<file path="src/hw/bsrs_params.svh">
// Timing constants for the bus sense start-up ramp sequencer
`ifndef BSRS_PARAMS_SVH
`define BSRS_PARAMS_SVH

// System clock period in ns (100 MHz)
`define BSRS_CLK_PERIOD_NS 10
// Nominal switching cycle length in ns
`define BSRS_CYCLE_NS 8000
// Switching cycle length in clocks
`define BSRS_CYCLE_CLKS (`BSRS_CYCLE_NS / `BSRS_CLK_PERIOD_NS)
// Start-up delay after bus enable, in us
`define BSRS_START_DELAY_US 1000
// Start-up delay in clocks (shortest-time style, rounds down)
`define BSRS_START_DELAY_CLKS ((`BSRS_START_DELAY_US * 1000) / `BSRS_CLK_PERIOD_NS)
// Nominal ramp interval in ms
`define BSRS_RAMP_MS 20
// Ramp interval in clocks
`define BSRS_RAMP_CLKS ((`BSRS_RAMP_MS * 1000000) / `BSRS_CLK_PERIOD_NS)
// Final ramp duty in percent
`define BSRS_RAMP_MAX_DUTY_PCT 95
// Initial ramp duty in percent
`define BSRS_RAMP_START_DUTY_PCT 5
// Least idle gap: rounded up so duty never passes the final value
`define BSRS_IDLE_MIN_CLKS \
    ((`BSRS_CYCLE_CLKS * (100 - `BSRS_RAMP_MAX_DUTY_PCT) + `BSRS_RAMP_MAX_DUTY_PCT - 1) / `BSRS_RAMP_MAX_DUTY_PCT)
// First idle gap of the ramp
`define BSRS_IDLE_START_CLKS \
    ((`BSRS_CYCLE_CLKS * (100 - `BSRS_RAMP_START_DUTY_PCT)) / `BSRS_RAMP_START_DUTY_PCT)
// Synchroniser reset value
`define BSRS_SYNC_RST 1'b0

`endif

</file>
<file path="src/hw/bsrs_pkg.sv">
// Types for the bus sense start-up ramp sequencer
package bsrs_pkg;

    // Operating states of the sequencer
    typedef enum logic [2:0]
    {
        BSRS_GATED,
        BSRS_DELAY,
        BSRS_RAMP,
        BSRS_NORMAL,
        BSRS_FAULT
    } bsrs_state_type;

endpackage : bsrs_pkg

</file>
<file path="src/hw/bsrs_sync.sv">
// Two-flop synchroniser for asynchronous level inputs
`timescale 1ns/1ps
`include "bsrs_params.svh"

module bsrs_sync
#(
    parameter int WIDTH = 1
)
(
    input  wire logic             clk,
    input  wire logic             rst_n,
    input  wire logic [WIDTH-1:0] async_in,
    output logic      [WIDTH-1:0] sync_out
);

    logic [WIDTH-1:0] meta_q;  // First stage, read only by second stage
    logic [WIDTH-1:0] sync_q;  // Second stage, safe to use

    // Two stages; metastability settles in the first
    always_ff @(posedge clk or negedge rst_n)
    begin
        if (!rst_n)
        begin
            meta_q <= {WIDTH{`BSRS_SYNC_RST}};
            sync_q <= {WIDTH{`BSRS_SYNC_RST}};
        end
        else
        begin
            meta_q <= async_in;
            sync_q <= meta_q;
        end
    end

    assign sync_out = sync_q;

endmodule : bsrs_sync

</file>
<file path="src/hw/bsrs_sequencer.sv">
// Start-up, ramp and bus protection sequencer for a burst-mode controller
`timescale 1ns/1ps
`include "bsrs_params.svh"

// Overview of operation
// - Start cycles only while bus above enable threshold
// - Bus undervoltage: finish cycle, then stop
// - Wait start-up delay after bus enable
// - Overvoltage latches shutdown, not self-clearing
// - Fault during cycle: finish, then latch
// - Fault while idle: latch immediately
// - Start-up delay expiry enters ramp-up
// - Ramp emits single cycles with idle gaps
// - Ramp idle gaps shrink progressively
// - Ramp idle gap falls linearly in time
// - Minimum idle gap caps final duty
// - Feedback low during ramp enters normal
// - Ramp interval end enters normal anyway
// - Normal mode allows back-to-back cycles
// - Run indicator high only in normal
// - Fault output mirrors latched fault state
// - Started cycles always run to completion
module bsrs_sequencer
    import bsrs_pkg::*;
#(
    parameter int CYCLE_CLKS       = `BSRS_CYCLE_CLKS,
    parameter int START_DELAY_CLKS = `BSRS_START_DELAY_CLKS,
    parameter int RAMP_CLKS        = `BSRS_RAMP_CLKS,
    parameter int IDLE_START_CLKS  = `BSRS_IDLE_START_CLKS,
    parameter int IDLE_MIN_CLKS    = `BSRS_IDLE_MIN_CLKS
)
(
    input  wire logic CLK_SYS,
    input  wire logic RST_N,
    input  wire logic BUS_UNDERVOLTAGE_GATE,
    input  wire logic BUS_OVERVOLTAGE_TRIP,
    input  wire logic REGULATION_FEEDBACK_INPUT,
    output logic      CYCLE_START,
    output logic      CYCLE_ACTIVE,
    output logic      RUN_INDICATOR,
    output logic      FAULT_LATCHED
);

    // Counter widths sized from the longest counts
    localparam int CW = (CYCLE_CLKS > 1) ? $clog2(CYCLE_CLKS) : 1;
    localparam int DW = $clog2(START_DELAY_CLKS + 1);
    localparam int RW = $clog2(RAMP_CLKS + 1);
    localparam int IW = $clog2(IDLE_START_CLKS + 1);
    // Clocks per one-clock shrink of the idle gap, at least one
    localparam int STEP_RAW  = RAMP_CLKS / (IDLE_START_CLKS - IDLE_MIN_CLKS);
    localparam int STEP_CLKS = (STEP_RAW < 1) ? 1 : STEP_RAW;
    localparam int SW = $clog2(STEP_CLKS + 1);

    logic           rst_meta_q;    // Reset release, first stage
    logic           rst_sync_q;    // Reset release, used by all logic
    logic           uv_ok;         // Bus above enable level, synchronised
    logic           ov_trip;       // Bus overvoltage, synchronised
    logic           fb_high;       // Feedback high, synchronised

    bsrs_state_type state_q;       // Operating state
    bsrs_state_type state_d;
    logic [DW-1:0]  dly_q;         // Start-up delay countdown
    logic [DW-1:0]  dly_d;
    logic [RW-1:0]  ramp_q;        // Ramp interval countdown
    logic [RW-1:0]  ramp_d;
    logic [SW-1:0]  step_q;        // Clocks to next idle shrink
    logic [SW-1:0]  step_d;
    logic [IW-1:0]  idle_len_q;    // Current ramp idle gap length
    logic [IW-1:0]  idle_len_d;
    logic [IW-1:0]  idle_q;        // Idle gap countdown
    logic [IW-1:0]  idle_d;
    logic           ov_pend_q;     // Overvoltage seen mid-cycle
    logic           ov_pend_d;

    logic [CW-1:0]  cyc_q;         // Switching cycle countdown
    logic [CW-1:0]  cyc_d;
    logic           act_q;         // Cycle in progress
    logic           act_d;
    logic           start_q;       // One-clock start marker
    logic           run_q;         // Run indicator register
    logic           run_d;
    logic           fault_q;       // Fault output register
    logic           fault_d;

    logic           cyc_end;       // Last clock of a running cycle
    logic           boundary;      // No running cycle carries on past this clock
    logic           fault_now;     // Overvoltage pending or present
    logic           start_cyc;     // Begin a cycle on the next edge

    // Reset: asserts at once, releases through two flops
    always_ff @(posedge CLK_SYS or negedge RST_N)
    begin
        if (!RST_N)
        begin
            rst_meta_q <= 1'b0;
            rst_sync_q <= 1'b0;
        end
        else
        begin
            rst_meta_q <= 1'b1;
            rst_sync_q <= rst_meta_q;
        end
    end

    // Pins arrive unclocked, so all three pass two flops
    bsrs_sync #(
        .WIDTH    (3)
    ) u_pin_sync (
        .clk      (CLK_SYS),
        .rst_n    (rst_sync_q),
        .async_in ({BUS_UNDERVOLTAGE_GATE, BUS_OVERVOLTAGE_TRIP, REGULATION_FEEDBACK_INPUT}),
        .sync_out ({uv_ok, ov_trip, fb_high})
    );

    // Cycle boundaries seen by the state logic
    always_comb
    begin
        cyc_end   = act_q && (cyc_q == '0);
        boundary  = !act_q || cyc_end;
        fault_now = ov_trip || ov_pend_q;
    end

    // Start decision: never on a bad bus, ramp waits for its gap
    always_comb
    begin
        start_cyc = 1'b0;
        if (uv_ok && !fault_now)
        begin
            case (state_q)
                BSRS_RAMP:
                begin
                    // Single cycles only, never contiguous
                    start_cyc = !act_q && (idle_q == '0) && fb_high;
                end
                BSRS_NORMAL:
                begin
                    // Feedback polled at each cycle end
                    start_cyc = boundary && fb_high;
                end
                default:
                begin
                    start_cyc = 1'b0;
                end
            endcase
        end
    end

    // Switching cycle engine; a started cycle always finishes
    always_comb
    begin
        cyc_d = cyc_q;
        act_d = act_q;
        if (start_cyc)
        begin
            act_d = 1'b1;
            cyc_d = CW'(CYCLE_CLKS - 1);
        end
        else if (cyc_end)
        begin
            act_d = 1'b0;
        end
        else if (act_q)
        begin
            cyc_d = cyc_q - 1'b1;
        end
    end

    always_ff @(posedge CLK_SYS or negedge rst_sync_q)
    begin
        if (!rst_sync_q)
        begin
            cyc_q   <= '0;
            act_q   <= 1'b0;
            start_q <= 1'b0;
        end
        else
        begin
            cyc_q   <= cyc_d;
            act_q   <= act_d;
            start_q <= start_cyc;
        end
    end

    // Sequencer state, delay, ramp timing and fault latch
    always_comb
    begin
        state_d    = state_q;
        dly_d      = dly_q;
        ramp_d     = ramp_q;
        step_d     = step_q;
        idle_len_d = idle_len_q;
        idle_d     = idle_q;
        ov_pend_d  = ov_pend_q;
        // Overvoltage inside a cycle is held until its end
        if (ov_trip && act_q && state_q != BSRS_FAULT)
        begin
            ov_pend_d = 1'b1;
        end
        case (state_q)
            BSRS_GATED:
            begin
                if (ov_trip)
                begin
                    state_d = BSRS_FAULT;
                end
                else if (uv_ok && !act_q)
                begin
                    state_d = BSRS_DELAY;
                    dly_d   = DW'(START_DELAY_CLKS - 1);
                end
            end
            BSRS_DELAY:
            begin
                if (ov_trip)
                begin
                    state_d = BSRS_FAULT;
                end
                else if (!uv_ok)
                begin
                    state_d = BSRS_GATED;
                end
                else if (dly_q == '0)
                begin
                    // Ramp starts with its first cycle at once
                    state_d    = BSRS_RAMP;
                    ramp_d     = RW'(RAMP_CLKS - 1);
                    step_d     = SW'(STEP_CLKS - 1);
                    idle_len_d = IW'(IDLE_START_CLKS);
                    idle_d     = '0;
                end
                else
                begin
                    dly_d = dly_q - 1'b1;
                end
            end
            BSRS_RAMP, BSRS_NORMAL:
            begin
                if (fault_now && boundary)
                begin
                    state_d = BSRS_FAULT;
                end
                else if (!uv_ok && boundary)
                begin
                    state_d = BSRS_GATED;
                end
                else if (state_q == BSRS_RAMP)
                begin
                    if (!fb_high)
                    begin
                        // Running cycle still completes in normal mode
                        state_d = BSRS_NORMAL;
                    end
                    else if (ramp_q == '0)
                    begin
                        state_d = BSRS_NORMAL;
                    end
                    else
                    begin
                        ramp_d = ramp_q - 1'b1;
                    end
                    // Gap shrinks one clock per fixed step of ramp time
                    if (step_q == '0)
                    begin
                        step_d = SW'(STEP_CLKS - 1);
                        if (idle_len_q > IW'(IDLE_MIN_CLKS))
                        begin
                            idle_len_d = idle_len_q - 1'b1;
                        end
                    end
                    else
                    begin
                        step_d = step_q - 1'b1;
                    end
                    // Idle gap after each cycle, never below the floor
                    if (cyc_end)
                    begin
                        idle_d = idle_len_q - 1'b1;
                    end
                    else if (!act_q && idle_q != '0)
                    begin
                        idle_d = idle_q - 1'b1;
                    end
                end
            end
            BSRS_FAULT:
            begin
                // Only reset leaves this state
                state_d = BSRS_FAULT;
            end
            default:
            begin
                state_d = BSRS_GATED;
            end
        endcase
        run_d   = (state_d == BSRS_NORMAL);
        fault_d = (state_d == BSRS_FAULT);
    end

    always_ff @(posedge CLK_SYS or negedge rst_sync_q)
    begin
        if (!rst_sync_q)
        begin
            state_q    <= BSRS_GATED;
            dly_q      <= '0;
            ramp_q     <= '0;
            step_q     <= '0;
            idle_len_q <= '0;
            idle_q     <= '0;
            ov_pend_q  <= 1'b0;
            run_q      <= 1'b0;
            fault_q    <= 1'b0;
        end
        else
        begin
            state_q    <= state_d;
            dly_q      <= dly_d;
            ramp_q     <= ramp_d;
            step_q     <= step_d;
            idle_len_q <= idle_len_d;
            idle_q     <= idle_d;
            ov_pend_q  <= ov_pend_d;
            run_q      <= run_d;
            fault_q    <= fault_d;
        end
    end

    // Outputs straight from flops; fault also serves upstream latch-off
    assign CYCLE_START   = start_q;
    assign CYCLE_ACTIVE  = act_q;
    assign RUN_INDICATOR = run_q;
    assign FAULT_LATCHED = fault_q;

endmodule : bsrs_sequencer

</file>
<file path="config.mk">
export PLATFORM = sky130hd
export DESIGN_NAME = bsrs_sequencer
export DESIGN_NICKNAME = d
export VERILOG_FILES = /design/src/hw/bsrs_pkg.sv /design/src/hw/bsrs_sync.sv /design/src/hw/bsrs_sequencer.sv
export VERILOG_INCLUDE_DIRS = /design/src /design/src/hw
export SDC_FILE = /design/constraint.sdc
export NUM_CORES = 1
export LEC_CHECK = 0
export ABC_CLOCK_PERIOD_IN_PS = 3250
export BUFFER_PORTS_ARGS = -buffer_cell sky130_fd_sc_hd__buf_2
export CORE_MARGIN = 5
export CORE_UTILIZATION = 57
export CTS_CLUSTER_DIAMETER = 80
export DETAILED_ROUTE_END_ITERATION = 10
export PLACE_DENSITY = 0.82
export REMOVE_ABC_BUFFERS = 1
export SLEW_MARGIN = 40
export SYNTH_ARGS = -nofsm -noshare
export SYNTH_HDL_FRONTEND = slang
export SYNTH_SLANG_ARGS = --single-unit
export TNS_END_PERCENT = 100
</file>
<file path="constraint.sdc">
create_clock -name CLK_SYS -period 3.25 [get_ports CLK_SYS]
set_clock_uncertainty 0.2 [all_clocks]
set_input_delay 0.8125 -clock CLK_SYS [delete_from_list [all_inputs] [get_ports CLK_SYS]]
set_output_delay 0.8125 -clock CLK_SYS [all_outputs]
set_load 0.03 [all_outputs]
</file>
After elaboration in Yosys (flattened, before gate mapping)
Cells that the tools add are included.

Memory bits (read-only): 0. RAM bits: 0. Output and inout bits: 4. Word-level logic and storage cells: 138. Input bits: 5. Latch bits: 0. Flip-flop bits (word level): 100. Memories kept: 0.

Multiplexer cells: 59. $add $sub $neg: 6. Div/mod/pow operators: 0. Equality and inequality tests: 22. Multipliers: 0. Reductions and logical operators: 34. Bitwise logic cells: 0. Shifts and indexed selects: 0. $lt $le $gt $ge: 1.

Operators by type and width (count): 2-to-1 mux 14 bit (16); 2-to-1 mux 21 bit (8); 2-to-1 mux 17 bit (5); 2-to-1 mux 8 bit (7); case mux 14 bit (2 select lines) (2); case mux 21 bit (2 select lines) (1); case mux 17 bit (2 select lines) (1); 2-to-1 mux 10 bit (3); 2-to-1 mux 3 bit (10); subtractor 14 x 1 -> 14 bit, second input constant (2); != test 2 bit, second input constant (11); logical NOT 21 bit (1); subtractor 21 x 1 -> 21 bit, second input constant (1); AND reduction 9 bit (2); logical NOT 17 bit (1); subtractor 17 x 1 -> 17 bit, second input constant (1); case mux 8 bit (2 select lines) (1); > comparator 14 x 6 -> 1 bit, second input constant (1); logical NOT 14 bit (1); nonzero test 14 bit (1); case mux 3 bit (4 select lines) (1); logical AND 1 bit (11); logical NOT 10 bit (1); subtractor 10 x 1 -> 10 bit, second input constant (1); 18 further kinds (32).

Longest topological paths before layout
Gate-level depths: netlist (run 1).

Depth in word-level cells: 8. Depth in mapped cells: 9. Gate-level depth less buffers: 7.

Cells and area by module
Synthesis (run 1) repeated with hierarchy kept, for this count alone.

Cells, all modules: 598. Area total of the unflattened synthesis: 5405.2 µm².

Modules (own cells, without submodules): bsrs_sequencer (area each 5255.0 µm², cells an instance 592, seq. area each 2352.3 µm², times used 1); bsrs_sync (area each 150.1 µm², cells an instance 6, seq. area each 150.1 µm², times used 1).

Worst setup path after synthesis (run 1)
No wires, ideal clock.

Path kind: flip-flop to flip-flop. From: register ramp_q[0]. To: register ramp_q[1]. Setup slack: 0.689 ns. Cell stages (with the launch flop): 9. Library setup time: 0.125 ns. Required time: 2.925 ns. Period minus slack after synthesis: 2.561 ns. Arrival: 2.236 ns. Buffers on the path: 1. Cells stage by stage: dfrtp_1 -> inv_1 -> ha_1 -> nor3b_2 -> nand4_2 -> or4_1 -> and4_1 -> buf_6 -> mux2_4.

Cells in the longest elaborated chain, start to end: 7. Elaborated cells between the ends (all ways): 10. Classes of those cells: add/sub: 1; eq/ne: 1; mux: 6; reduce/logical: 2.

RTL lines: from (decl) (RTL line bsrs_sequencer.sv:64) `logic [RW-1:0] ramp_q;`; from (signal assigned) (RTL line bsrs_sequencer.sv:317) `ramp_q <= ramp_d;`; subtractor 21 x 1 -> 21 bit (RTL line bsrs_sequencer.sv:259) `ramp_d = ramp_q - 1'b1;`; 2-to-1 mux 21 bit (RTL line bsrs_sequencer.sv:253) `else if (ramp_q == '0)`; 2-to-1 mux 21 bit (RTL line bsrs_sequencer.sv:248) `if (!fb_high)`; 2-to-1 mux 21 bit (RTL line bsrs_sequencer.sv:246) `else if (state_q == BSRS_RAMP)`; 2-to-1 mux 21 bit (RTL line bsrs_sequencer.sv:242) `else if (!uv_ok && boundary)`; 2-to-1 mux 21 bit (RTL line bsrs_sequencer.sv:238) `if (fault_now && boundary)`; case mux 21 bit (2 select lines) (RTL line bsrs_sequencer.sv:199) `case (state_q)`.

Parallel ways exist; a longest one is shown, timed or not. The select of a mux whose other input is x is not followed. A chain may end at the register's enable or synchronous reset.

Final worst setup path (run 1)
From: register dly_q[0]. To: register idle_len_q[8].

Cells in the longest elaborated chain, start to end: 3.

RTL lines: from (decl) (RTL line bsrs_sequencer.sv:62) `logic [DW-1:0] dly_q;`; from (signal assigned) (RTL line bsrs_sequencer.sv:316) `dly_q <= dly_d;`; logical NOT 17 bit (RTL line bsrs_sequencer.sv:222) `else if (dly_q == '0)`; != test 2 bit (no line); AND reduction 9 bit (no line); to (signal assigned) (RTL line bsrs_sequencer.sv:319) `idle_len_q <= idle_len_d;`; to (decl) (RTL line bsrs_sequencer.sv:68) `logic [IW-1:0] idle_len_q;`.

No other way between the ends.

==> results of run 1 <==
## cell type report
| cell class | instances | area (µm²) |
|---|---|---|
| multi-input combinational | 479 | 3120 |
| inverter | 29 | 109 |
| clock inverter | 6 | 71.3 |
| clock buffer | 10 | 128 |
| fill | 853 | 3910 |
| sequential | 100 | 2510 |
| timing repair buffer | 24 | 175 |
| tap | 136 | 170 |
## placed cells by master (no fill, tap or decap), types with 9 or more instances in the layout
cell and instances:
nand2_1 48, a31oi_1 24, inv_1 29, or3_1 10
nand3_1 18, o31ai_1 22, nor3_1 27, nor2_1 55
ha_1 9, nor4_1 22, or4_1 13, buf_4 14
dfrtp_1 99, o21ai_0 33, a21oi_1 19, clkbuf_8 9
xor2_1 12, xnor2_1 9
## kinds of logic after synthesis
group | count (synthesis) | synth area share [%]
buffers and inverters | 62 | 4.51
xor gates and xnor gates | 21 | 3.13
AOI/OAI and AO/OA | 181 | 22.6
and+or+nand+nor | 264 | 24.7
DFF | 100 | 42.5
muxes | 3 | 0.617
other | 1 | 0.0637
adders and majority gates | 9 | 1.91
## sequential cells by signal, summed over array words and instances (netlist names)
| name | cells |
|---|---|
| FAULT_LATCHED | 1 |
| ramp_q | 21 |
| idle_len_q | 14 |
| CYCLE_ACTIVE | 1 |
| state_q | 3 |
| dly_q | 17 |
| cyc_q | 10 |
| rst_sync_q | 1 |
| ov_pend_q | 1 |
| u_pin_sync.meta_q | 3 |
| step_q | 8 |
| CYCLE_START | 1 |
| RUN_INDICATOR | 1 |
| u_pin_sync.sync_out | 3 |
| idle_q | 14 |
| rst_meta_q | 1 |
## metal layers
metal | wire (µm) | GRT usage (%) | vias up
met5 | 0 | 0 | -
met2 | 6570 | 36.7 | 192
met4 | 208 | 6.41 | 0
met3 | 759 | 5.11 | 23
met1 | 6320 | 30.7 | 2519
li1 | - | - | 2425
## worst max-delay path: cells and delay by family, from the launching register on
family	cells	cell delay, ns
AND/OR/NAND/NOR	2	0.96
AO/OA/AOI/OAI	3	0.92
flip-flops	1	0.41
buffers and inverters	1	0.12
adder cells (fa/ha/maj)	1	0.17
## how the worst max path moves through the flow
| stage | cells after the start | from | endpoint | slack [ns] |
|---|---|---|---|---|
| after floorplan | 0 | rst_sync_q$_DFF_PN0_ | CYCLE_ACTIVE$_DFFE_PN0P_ | 0.06 |
| after global placement | 7 | dly_q[0]$_DFFE_PN0P_ | idle_len_q[8]$_DFFE_PN0P_ | 0.52 |
| after detailed placement | 8 | dly_q[0]$_DFFE_PN0P_ | ramp_q[9]$_DFFE_PN0P_ | 0.45 |
| after CTS | 7 | dly_q[0]$_DFFE_PN0P_ | idle_len_q[8]$_DFFE_PN0P_ | 0.40 |
| after global routing | 8 | dly_q[0]$_DFFE_PN0P_ | ramp_q[9]$_DFFE_PN0P_ | 0.09 |
| final | 7 | dly_q[0]$_DFFE_PN0P_ | idle_len_q[8]$_DFFE_PN0P_ | 0.32 |
## per-stage QoR
stage	util, %	hold slack (ns)	area [µm²]	setup slack (ns)	instances
after global placement	59.6	0.118	6070	0.522	767
after global routing	61.6	0.170	6280	0.0941	784
after floorplan	-	0.131	5730	0.0582	608
after detailed placement	59.6	0.127	6070	0.448	767
after CTS	61.6	0.141	6280	0.401	784
final	61.6	0.110	6280	0.318	784
## report_power, final
part	internal (W)	switching (W)	total [W]	leakage (nW)
logic	0.000315	0.000426	0.000741	1.39
registers	0.00143	0.000240	0.00167	1.26
clock network	0.000363	0.000452	0.000815	0.0935
total	0.00211	0.00112	0.00322	2.75
## repair_timing
item / CTS / global route
setup endpoints to repair: 0 / 0
hold endpoints to repair: 2 / 0
hold buffers: 1 / 0
gates resized for setup: 0 / 0
==> flow_summary_export.csv, run 1 <==
group,metric,value,unit
setup_path,r2r_setup_slack,0.32,ns
floorplanning,fp.coreArea,10200,µm²
power,power_density,514,nW/µm²
cts,clk_latency,0.38,ns
cells_and_area,final_nets,657,
cts,cts_root_buffer,"clkbuf_8",
cts,cts_tree,"yes",
synthesis,post_synth_num_cell_types,83,
cts,postCtsSetupBuffers,0,
run,maxCapViolations,0,
sta,finalSetupViolCount,0,
sta,max-slew-margin-rel,53.7,%
synthesis,ys_top_cells_by_count,"dfrtp_1, nor2_1, nand2_1",
synthesis,netlist_area,5880,µm²
global_route,antenna_found_initial,0,
power,leakagePower,2.75,nW
global_route,grt_pass1_wl,23500,µm
floorplanning,die_w,112,µm
detailed_routing,viasPerCell,6.58,
cts,clk_pin_slew_worst_paths,0.10,ns
placed_design,dp.final_hpwl,9660,µm
setup_path,cp-end-kind,"flop",
synthesis,synth.most_common_cell,"dfrtp_1",
global_route,grt_start_max_net_pins,60,
setup_path,r2r_cells,7,
synthesis,synth_cells,641,
setup_path,worstPathArrival,2.97,ns
synthesis,synth_area_leaders,"dfrtp_1, nor2_1, nand2_1, o21ai_0, o31ai_1",
setup_path,crit_chain,"inv_1 -> ha_1 -> nor4b_1 -> a41oi_2 -> a21o_1 -> nor3_1 -> a41oi_1",
detailed_routing,postRouteWirelength,13900,µm
cells_and_area,drive_above_1_share,11.4,%
setup_path,path_class,"reg2reg",
detailed_routing,wire_per_inst,17.7,µm
setup_path,start_kind,"flop",
sta,rsz0062_at_grt,"false",
floorplanning,core.rowCount,37,
setup_path,crit_required,3.29,ns
synthesis,synth_ff_type,"dfrtp_1",
floorplanning,die_area,12500,µm²
detailed_routing,drt_iter0_drc,727,
placed_design,io_buffer_count,8,
setup_path,timing.rr.start,"dly_q[0]$_DFFE_PN0P_",
synthesis,synth.avg_cell_area,9.18,µm²
cts,htree_levels,3,
detailed_routing,firstDrtPassIters,5,
synthesis,yosys_warnings,0,
sta,tightest_slew,0.695,ns
synthesis,ys_ff_latch,100,
sta,fmax,0.341,GHz
power,total_power,0.00322,W
cts,cts.path.max_buffers,2,
placed_design,gp_congestion,0.928,
floorplanning,io_pins,9,
sta,fin_crit_sh,90.2,%
setup_path,slowest_stage,"nor3_1",
synthesis,synth_top_cell_by_area,"dfrtp_1",
cells_and_area,area_growth,6.70,%
global_route,track_usage,22.6,%
sta,fin_crit,2.93,ns
global_route,grt_pass1_vias,4989,
detailed_routing,postRouteAntennaNets,0,
floorplanning,start_util,57.8,%
synthesis,synthArstFlopShare,100,%
sta,drv_slew,0,
global_route,gr-total-overflow,0,
cts,cts_buffers,9,
setup_path,path_max_fanout,9,
setup_path,slowest_delay,0.56,ns
synthesis,synth_edf_count,0,
setup_path,worst_r2r_endpoint,"idle_len_q[8]$_DFFE_PN0P_",
outcome,status,"finished clean",
worst_hold_path,worst_hold_path_type,"reg2async",
cts,numClockSinks,100,
floorplanning,die_h,112,µm
power,ir_drop,0.399,mV
cells_and_area,n_antenna_cell,0,
detailed_routing,routed-via-count,5159,
sta,tns,0,ns
synthesis,yosys.area.top_type_share,42.5,%
synthesis,seq_area_frac_synth,42.5,%
sta,final_hold_viol_count,0,
detailed_routing,drc,0,
No activity file was read; power rests on OpenSTA's default activity.
==> run 2, diff against run 1 <==
- ABC_AREA: default -> 1
- CORE_UTILIZATION: 57 -> 58
- PLACE_DENSITY: 0.82 -> 0.83
==> flow_summary_export.csv, run 2 <==
group,metric,value,unit
synthesis,synth_area_leaders,"dfrtp_1, nand2_1, nor2_1, inv_1, nand3_1",
setup_path,start_kind,"flop",
power,ir_drop,0.320,mV
sta,finalSetupViolCount,0,
setup_path,crit_cells,9,
sta,fin_crit,2.48,ns
setup_path,cp-end-kind,"flop",
floorplanning,die_h,114,µm
cts,clk_latency,0.39,ns
synthesis,synth.avg_cell_area,7.02,µm²
run,maxCapViolations,0,
synthesis,post_synth_num_cell_types,38,
setup_path,r2r_cells,9,
setup_path,crit_required,3.37,ns
power,p_int,0.00183,W
synthesis,synth_top_cell_by_area,"dfrtp_1",
power,switching_share,32.8,%
cts,htree_levels,3,
global_route,grt_pass1_wl,23100,µm
power,switchingPower,0.000891,W
setup_path,timing.rr.start,"state_q[2]$_DFF_PN0_",
global_route,antenna_found_initial,0,
sta,tightest_slew,0.641,ns
power,p_clk_share,28.3,%
power,pwr-share-seq,52.0,%
synthesis,yosys_warnings,0,
cells_and_area,mostFrequentLayoutCell,"nand2_1",
detailed_routing,firstDrtPassIters,5,
setup_path,worst_r2r_endpoint,"idle_q[1]$_DFFE_PN0P_",
synthesis,netlist_area,6280,µm²
synthesis,synth_ff_type,"dfrtp_1",
cells_and_area,drive_above_1_share,9.83,%
synthesis,synth_edf_count,0,
cts,cts_root_buffer,"clkbuf_8",
outcome,status,"finished clean",
setup_path,path_max_fanout,14,
synthesis,synth.most_common_cell,"nand2_1",
cells_and_area,mostFrequentLayoutCells,"nand2_1, nor2_1, dfrtp_1",
sta,final_hold_viol_count,0,
cells_and_area,largestRegisters,"ramp_q: 21 flops, dly_q: 17 flops",
cells_and_area,fin_cells,1045,
placed_design,io_buffer_count,8,
setup_path,cpMostUsedCell,"nand2_1",
setup_path,crit_end,"idle_q[1]$_DFFE_PN0P_",
global_route,gr-total-overflow,0,
synthesis,synth_cells,894,
sta,max-slew-margin-rel,57.2,%
detailed_routing,routed-via-count,5499,
sta,tns,0,ns
setup_path,slowest_delay,0.57,ns
worst_hold_path,worst_hold_path_type,"reg2reg",
cts,cts_buffers,9,
setup_path,r2r_setup_slack,0.77,ns
cts,postCtsSetupBuffers,0,
cells_and_area,num-fill-cells,1007,
global_route,grt_pass1_vias,5081,
cells_and_area,area_growth,5.24,%
setup_path,crit_chain,"nor2_4 -> nand2_1 -> inv_2 -> nand2_2 -> and2_1 -> nand3_2 -> nor2_2 -> nand2_1 -> nand2_1",
cells_and_area,largest_register,"ramp_q",
sta,fin_crit_sh,76.4,%
cts,cts_tree,"yes",
setup_path,crit_buf_inv,1,
cts,cts.path.max_buffers,2,
placed_design,dp_cells,1028,
cells_and_area,largest_register_ffs,21,
synthesis,ys_top_cells_by_count,"nand2_1, nor2_1, dfrtp_1",
placed_design,gp_congestion,0.909,
detailed_routing,drc,0,
power,leakagePower,3.50,nW
sta,rsz0062_at_grt,"false",
synthesis,ys_ff_latch,100,
global_route,grt_start_max_net_pins,50,
cts,hold_buffers,1,
setup_path,worstPathArrival,2.61,ns
setup_path,path_delay_family,"simple AND/OR/NAND/NOR gates",
cts,cts_resized,0,
cells_and_area,n_antenna_cell,0,
synthesis,yosys.area.top_type_share,39.8,%
detailed_routing,postRouteAntennaNets,0,
sta,drv_slew,0,
cts,numClockSinks,100,
setup_path,startpoint,"state_q[2]$_DFF_PN0_",
synthesis,seq_area_frac_synth,39.8,%
sta,fmax,0.403,GHz
setup_path,slowest_stage,"dfrtp_1",
detailed_routing,wire_per_inst,12.4,µm
floorplanning,fp.coreArea,10700,µm²
power,power_density,411,nW/µm²
floorplanning,io_pins,9,
global_route,track_usage,21.4,%
placed_design,dp.final_hpwl,9260,µm
floorplanning,die_w,114,µm
cts,clk_pin_slew_worst_paths,0.10,ns
detailed_routing,viasPerCell,5.26,
power,combPwrFrac,19.7,%
cells_and_area,final_nets,914,
floorplanning,core.rowCount,38,
floorplanning,die_area,13000,µm²
floorplanning,start_util,58.4,%
sta,hold_slack,0.160,ns
detailed_routing,drt_iter0_drc,381,
detailed_routing,postRouteWirelength,13000,µm
synthesis,synthArstFlopShare,100,%
setup_path,path_class,"reg2reg",
[run 2: power groups by stage]
| stage | logic [W] | registers [W] | clock network, W |
|---|---|---|---|
| 6_report | 0.000536 | 0.00141 | 0.000770 |
| 5_1_grt | 0.000623 | 0.00143 | 0.000859 |
| 4_1_cts | 0.000535 | 0.00141 | 0.000792 |
| 3_5_place_dp | 0.000530 | 0.00143 | 0 |
| 3_3_place_gp | 0.000520 | 0.00143 | 0 |
| 2_1_floorplan | 0.000431 | 0.00142 | 0 |
[run 2: routing by layer]
metal  track usage (%)  wire [µm]
met1              30.6       6120
met2              33.1       6160
met3              4.65        540
met4              6.02        136
met5                 0          0
[run 2: how the worst min path moves through the flow]
stage | startpoint | to | slack [ns] | cells after the start
after floorplan | rst_meta_q$_DFF_PN0_ | rst_sync_q$_DFF_PN0_ | 0.13 | 0
after global placement | u_pin_sync.meta_q[2]$_DFF_PN0_ | u_pin_sync.sync_out[2]$_DFF_PN0_ | 0.13 | 0
after detailed placement | u_pin_sync.meta_q[2]$_DFF_PN0_ | u_pin_sync.sync_out[2]$_DFF_PN0_ | 0.14 | 0
after CTS | u_pin_sync.meta_q[2]$_DFF_PN0_ | u_pin_sync.sync_out[2]$_DFF_PN0_ | 0.16 | 0
after global routing | u_pin_sync.meta_q[2]$_DFF_PN0_ | u_pin_sync.sync_out[2]$_DFF_PN0_ | 0.18 | 0
final | u_pin_sync.meta_q[2]$_DFF_PN0_ | u_pin_sync.sync_out[2]$_DFF_PN0_ | 0.16 | 0
[run 2: final cells by class]
type,instances,area (µm²),share of cell area [%]
Clock buffer,10,138,2.08
Clock inverter,6,47.5,0.719
Inverter,89,334,5.05
Multi-Input combinational cell,683,3300,49.9
Sequential cell,100,2510,37.9
Tap cell,140,175,2.65
Timing Repair Buffer,17,110,1.67
[run 2: kinds of logic (layout without fill, tap and decap cells)]
kind of cell / Yosys count / count (layout) / synth area share (%)
xor+xnor: 34 / 34 / 4.74
simple gates: 570 / 570 / 39.6
other cells: 1 / 1 / 0.0597
flops: 100 / 100 / 39.8
compound gates: 69 / 69 / 6.30
buf+inv: 111 / 122 / 7.63
fa+ha+maj: 9 / 9 / 1.79
[run 2: worst register-to-register path, stage by stage (launching register included)]
cell and delay [ns]:
dfrtp_1 0.57, nor2_4 0.08, nand2_1 0.34, inv_2 0.17, nand2_2 0.13, and2_1 0.15, nand3_2 0.08, nor2_2 0.48
nand2_1 0.12, nand2_1 0.10
[run 2: per-stage QoR]
step,area (µm²),utilization (%),worst slack [ns],total power [W]
after floorplan,6130,-,0.0582,0.00185
after global placement,6410,59.7,0.873,0.00195
after detailed placement,6410,59.7,0.778,0.00196
after CTS,6610,61.5,0.760,0.00274
after global routing,6610,61.5,0.513,0.00291
final,6610,61.5,0.766,0.00272
==> run 3, diff against run 2 <==
- ABC_AREA: 1 -> 0
- ABC_CLOCK_PERIOD_IN_PS: 3250 -> 2400
- CORE_UTILIZATION: 58 -> 60
- PLACE_DENSITY: 0.83 -> 0.82
- clock period: 3.25 -> 2.4 ns (I/O delays scaled with it)
==> flow_summary_export.csv, run 3 (same netlist as run 1, synthesis figures left out) <==
group,metric,value,unit
setup_path,cp-end-kind,"flop",
setup_path,r2r_setup_slack,-0.13,ns
sta,drv_slew,0,
setup_path,path_class,"reg2reg",
cells_and_area,largestRegisters,"ramp_q: 21 flops, dly_q: 17 flops",
worst_hold_path,worst_hold_path_type,"in2reg",
detailed_routing,firstDrtPassIters,6,
cells_and_area,largest_register,"ramp_q",
detailed_routing,drc,0,
cts,cts_buffers,9,
placed_design,gp_congestion,0.945,
placed_design,io_buffer_count,8,
cts,cts_tree,"yes",
placed_design,dp.final_hpwl,11400,µm
sta,max-slew-margin-rel,54.8,%
outcome,status,"finished, violations left",
global_route,antenna_found_initial,1,
cts,htree_levels,3,
global_route,track_usage,29.1,%
sta,fin_crit,2.53,ns
detailed_routing,top_layer,"met4",
floorplanning,start_util,60.8,%
detailed_routing,drt_iter0_drc,748,
power,power_density,677,nW/µm²
cells_and_area,largest_register_ffs,21,
power,leakagePower,3.48,nW
setup_path,timing.rr.start,"dly_q[1]$_DFFE_PN0P_",
floorplanning,die_area,11900,µm²
sta,fin_crit_sh,106,%
run,maxCapViolations,0,
worst_hold_path,hold_path_end,"u_pin_sync.meta_q[1]$_DFF_PN0_",
setup_path,worst_r2r_endpoint,"dly_q[7]$_DFFE_PN0P_",
floorplanning,io_pins,9,
floorplanning,die_h,109,µm
detailed_routing,routed-via-count,6181,
sta,fmax,0.395,GHz
setup_path,path_max_fanout,7,
cells_and_area,drive_above_1_share,32.8,%
worst_hold_path,min-delay-start,"BUS_OVERVOLTAGE_TRIP",
global_route,grt_pass1_wl,27400,µm
sta,rsz0062_at_grt,"true",
global_route,gr-total-overflow,0,
cells_and_area,area_growth,30.1,%
setup_path,crit_required,2.46,ns
sta,final_hold_viol_count,0,
setup_path,r2r_cells,11,
floorplanning,die_w,109,µm
sta,hold_slack,0.107,ns
floorplanning,core.rowCount,36,
power,ir_drop,0.411,mV
worst_hold_path,whs_path_depth,1,
floorplanning,fp.coreArea,9680,µm²
cells_and_area,final_nets,783,
cells_and_area,mostFrequentLayoutCells,"buf_4, dfrtp_1, nor2_1",
cts,cts_root_buffer,"clkbuf_8",
detailed_routing,viasPerCell,6.81,
global_route,grt_start_max_net_pins,44,
detailed_routing,postRouteAntennaNets,0,
cts,numClockSinks,100,
cts,cts.path.max_buffers,2,
detailed_routing,wire_per_inst,21.0,µm
detailed_routing,postRouteWirelength,19000,µm
sta,tns,-1.71,ns
sta,finalSetupViolCount,33,
cts,clk_pin_slew_worst_paths,0.11,ns
setup_path,worstPathArrival,2.60,ns
detailed_routing,route.met3.wl,1590,µm
detailed_routing,dr_wl_met2,9280,µm
sta,setup_ws,-0.134,ns
global_route,grt_pass1_vias,5685,
cts,clk_latency,0.40,ns
sta,tightest_slew,0.676,ns
cells_and_area,mostFrequentLayoutCell,"buf_4",
outcome,violations,"setup timing",
detailed_routing,wl_met1,7320,µm
setup_path,start_kind,"flop",
[run 3: cell count changes in the layout (fill, tap and decap cells not counted), sizes merged, moves of 25 or more]
cell   previous run  this run
nor2            145        55
nand2           303        48
nor4              0        25
inv              91        31
buf              16       149
nand3            63        19
[run 3: timing repair]
item | CTS | global route
pin swaps | 12 | 24
setup buffers | 8 | 9
hold buffers | 1 | 0
endpoints found under the hold margin | 2 | 0
gates resized for setup | 36 | 58
endpoints found under the setup margin | 73 | 69
[run 3: layout make-up]
cell class,count,area (µm²)
repair buffers,150,1170
multi-input cells,479,3480
diodes,1,2.50
well taps,133,166
fillers,551,2030
clock inverters,4,52.6
clock buffers,12,165
flip-flops and latches,100,2510
inverters,29,109
[run 3: worst max-delay path by stage]
stage	start	to	slack, ns	cells past startpoint
finish	dly_q[1]$_DFFE_PN0P_	dly_q[7]$_DFFE_PN0P_	-0.13	11
global route	dly_q[1]$_DFFE_PN0P_	dly_q[7]$_DFFE_PN0P_	-0.19	11
CTS	idle_q[5]$_DFFE_PN0P_	idle_q[13]$_DFFE_PN0P_	-0.09	5
detailed placement	dly_q[0]$_DFFE_PN0P_	idle_q[5]$_DFFE_PN0P_	-0.18	8
global placement	idle_q[5]$_DFFE_PN0P_	idle_q[3]$_DFFE_PN0P_	-0.1	5
floorplan	rst_sync_q$_DFF_PN0_	CYCLE_ACTIVE$_DFFE_PN0P_	-0.79	0
[run 3: metrics by stage]
stage | std cells | total power, W | area, µm² | util [%] | setup WS, ns
after detailed placement | 873 | 0.00362 | 6880 | 71.1 | -0.177
after CTS | 898 | 0.00487 | 7350 | 75.9 | -0.0892
after global routing | 908 | 0.00540 | 7660 | 79.1 | -0.188
final | 908 | 0.00518 | 7660 | 79.1 | -0.134
after floorplan | 608 | 0.00296 | 5730 | - | -0.792
after global placement | 873 | 0.00354 | 6880 | 71.1 | -0.0968
[run 3: routing by layer]
layer,up-vias,track usage (%)
met5,-,0
met4,0,9.74
met3,103,4.80
met2,378,50.1
met1,3022,37.2
li1,2678,-
[run 3: power by group]
part           switching, W  leakage [nW]  internal (W)
clock network      0.000632         0.113      0.000574
registers          0.000296          1.26       0.00193
logic              0.000901          2.10      0.000843
total               0.00183          3.48       0.00335
[run 3: critical path, stage by stage, from the launching register on]
cell	delay, ns
dfrtp_1	0.43
inv_2	0.10
ha_4	0.12
nor4b_4	0.18
buf_4	0.17
a41oi_4	0.17
buf_4	0.20
buf_6	0.13
buf_4	0.14
o211ai_1	0.18
xor2_1	0.24
nand2_1	0.12
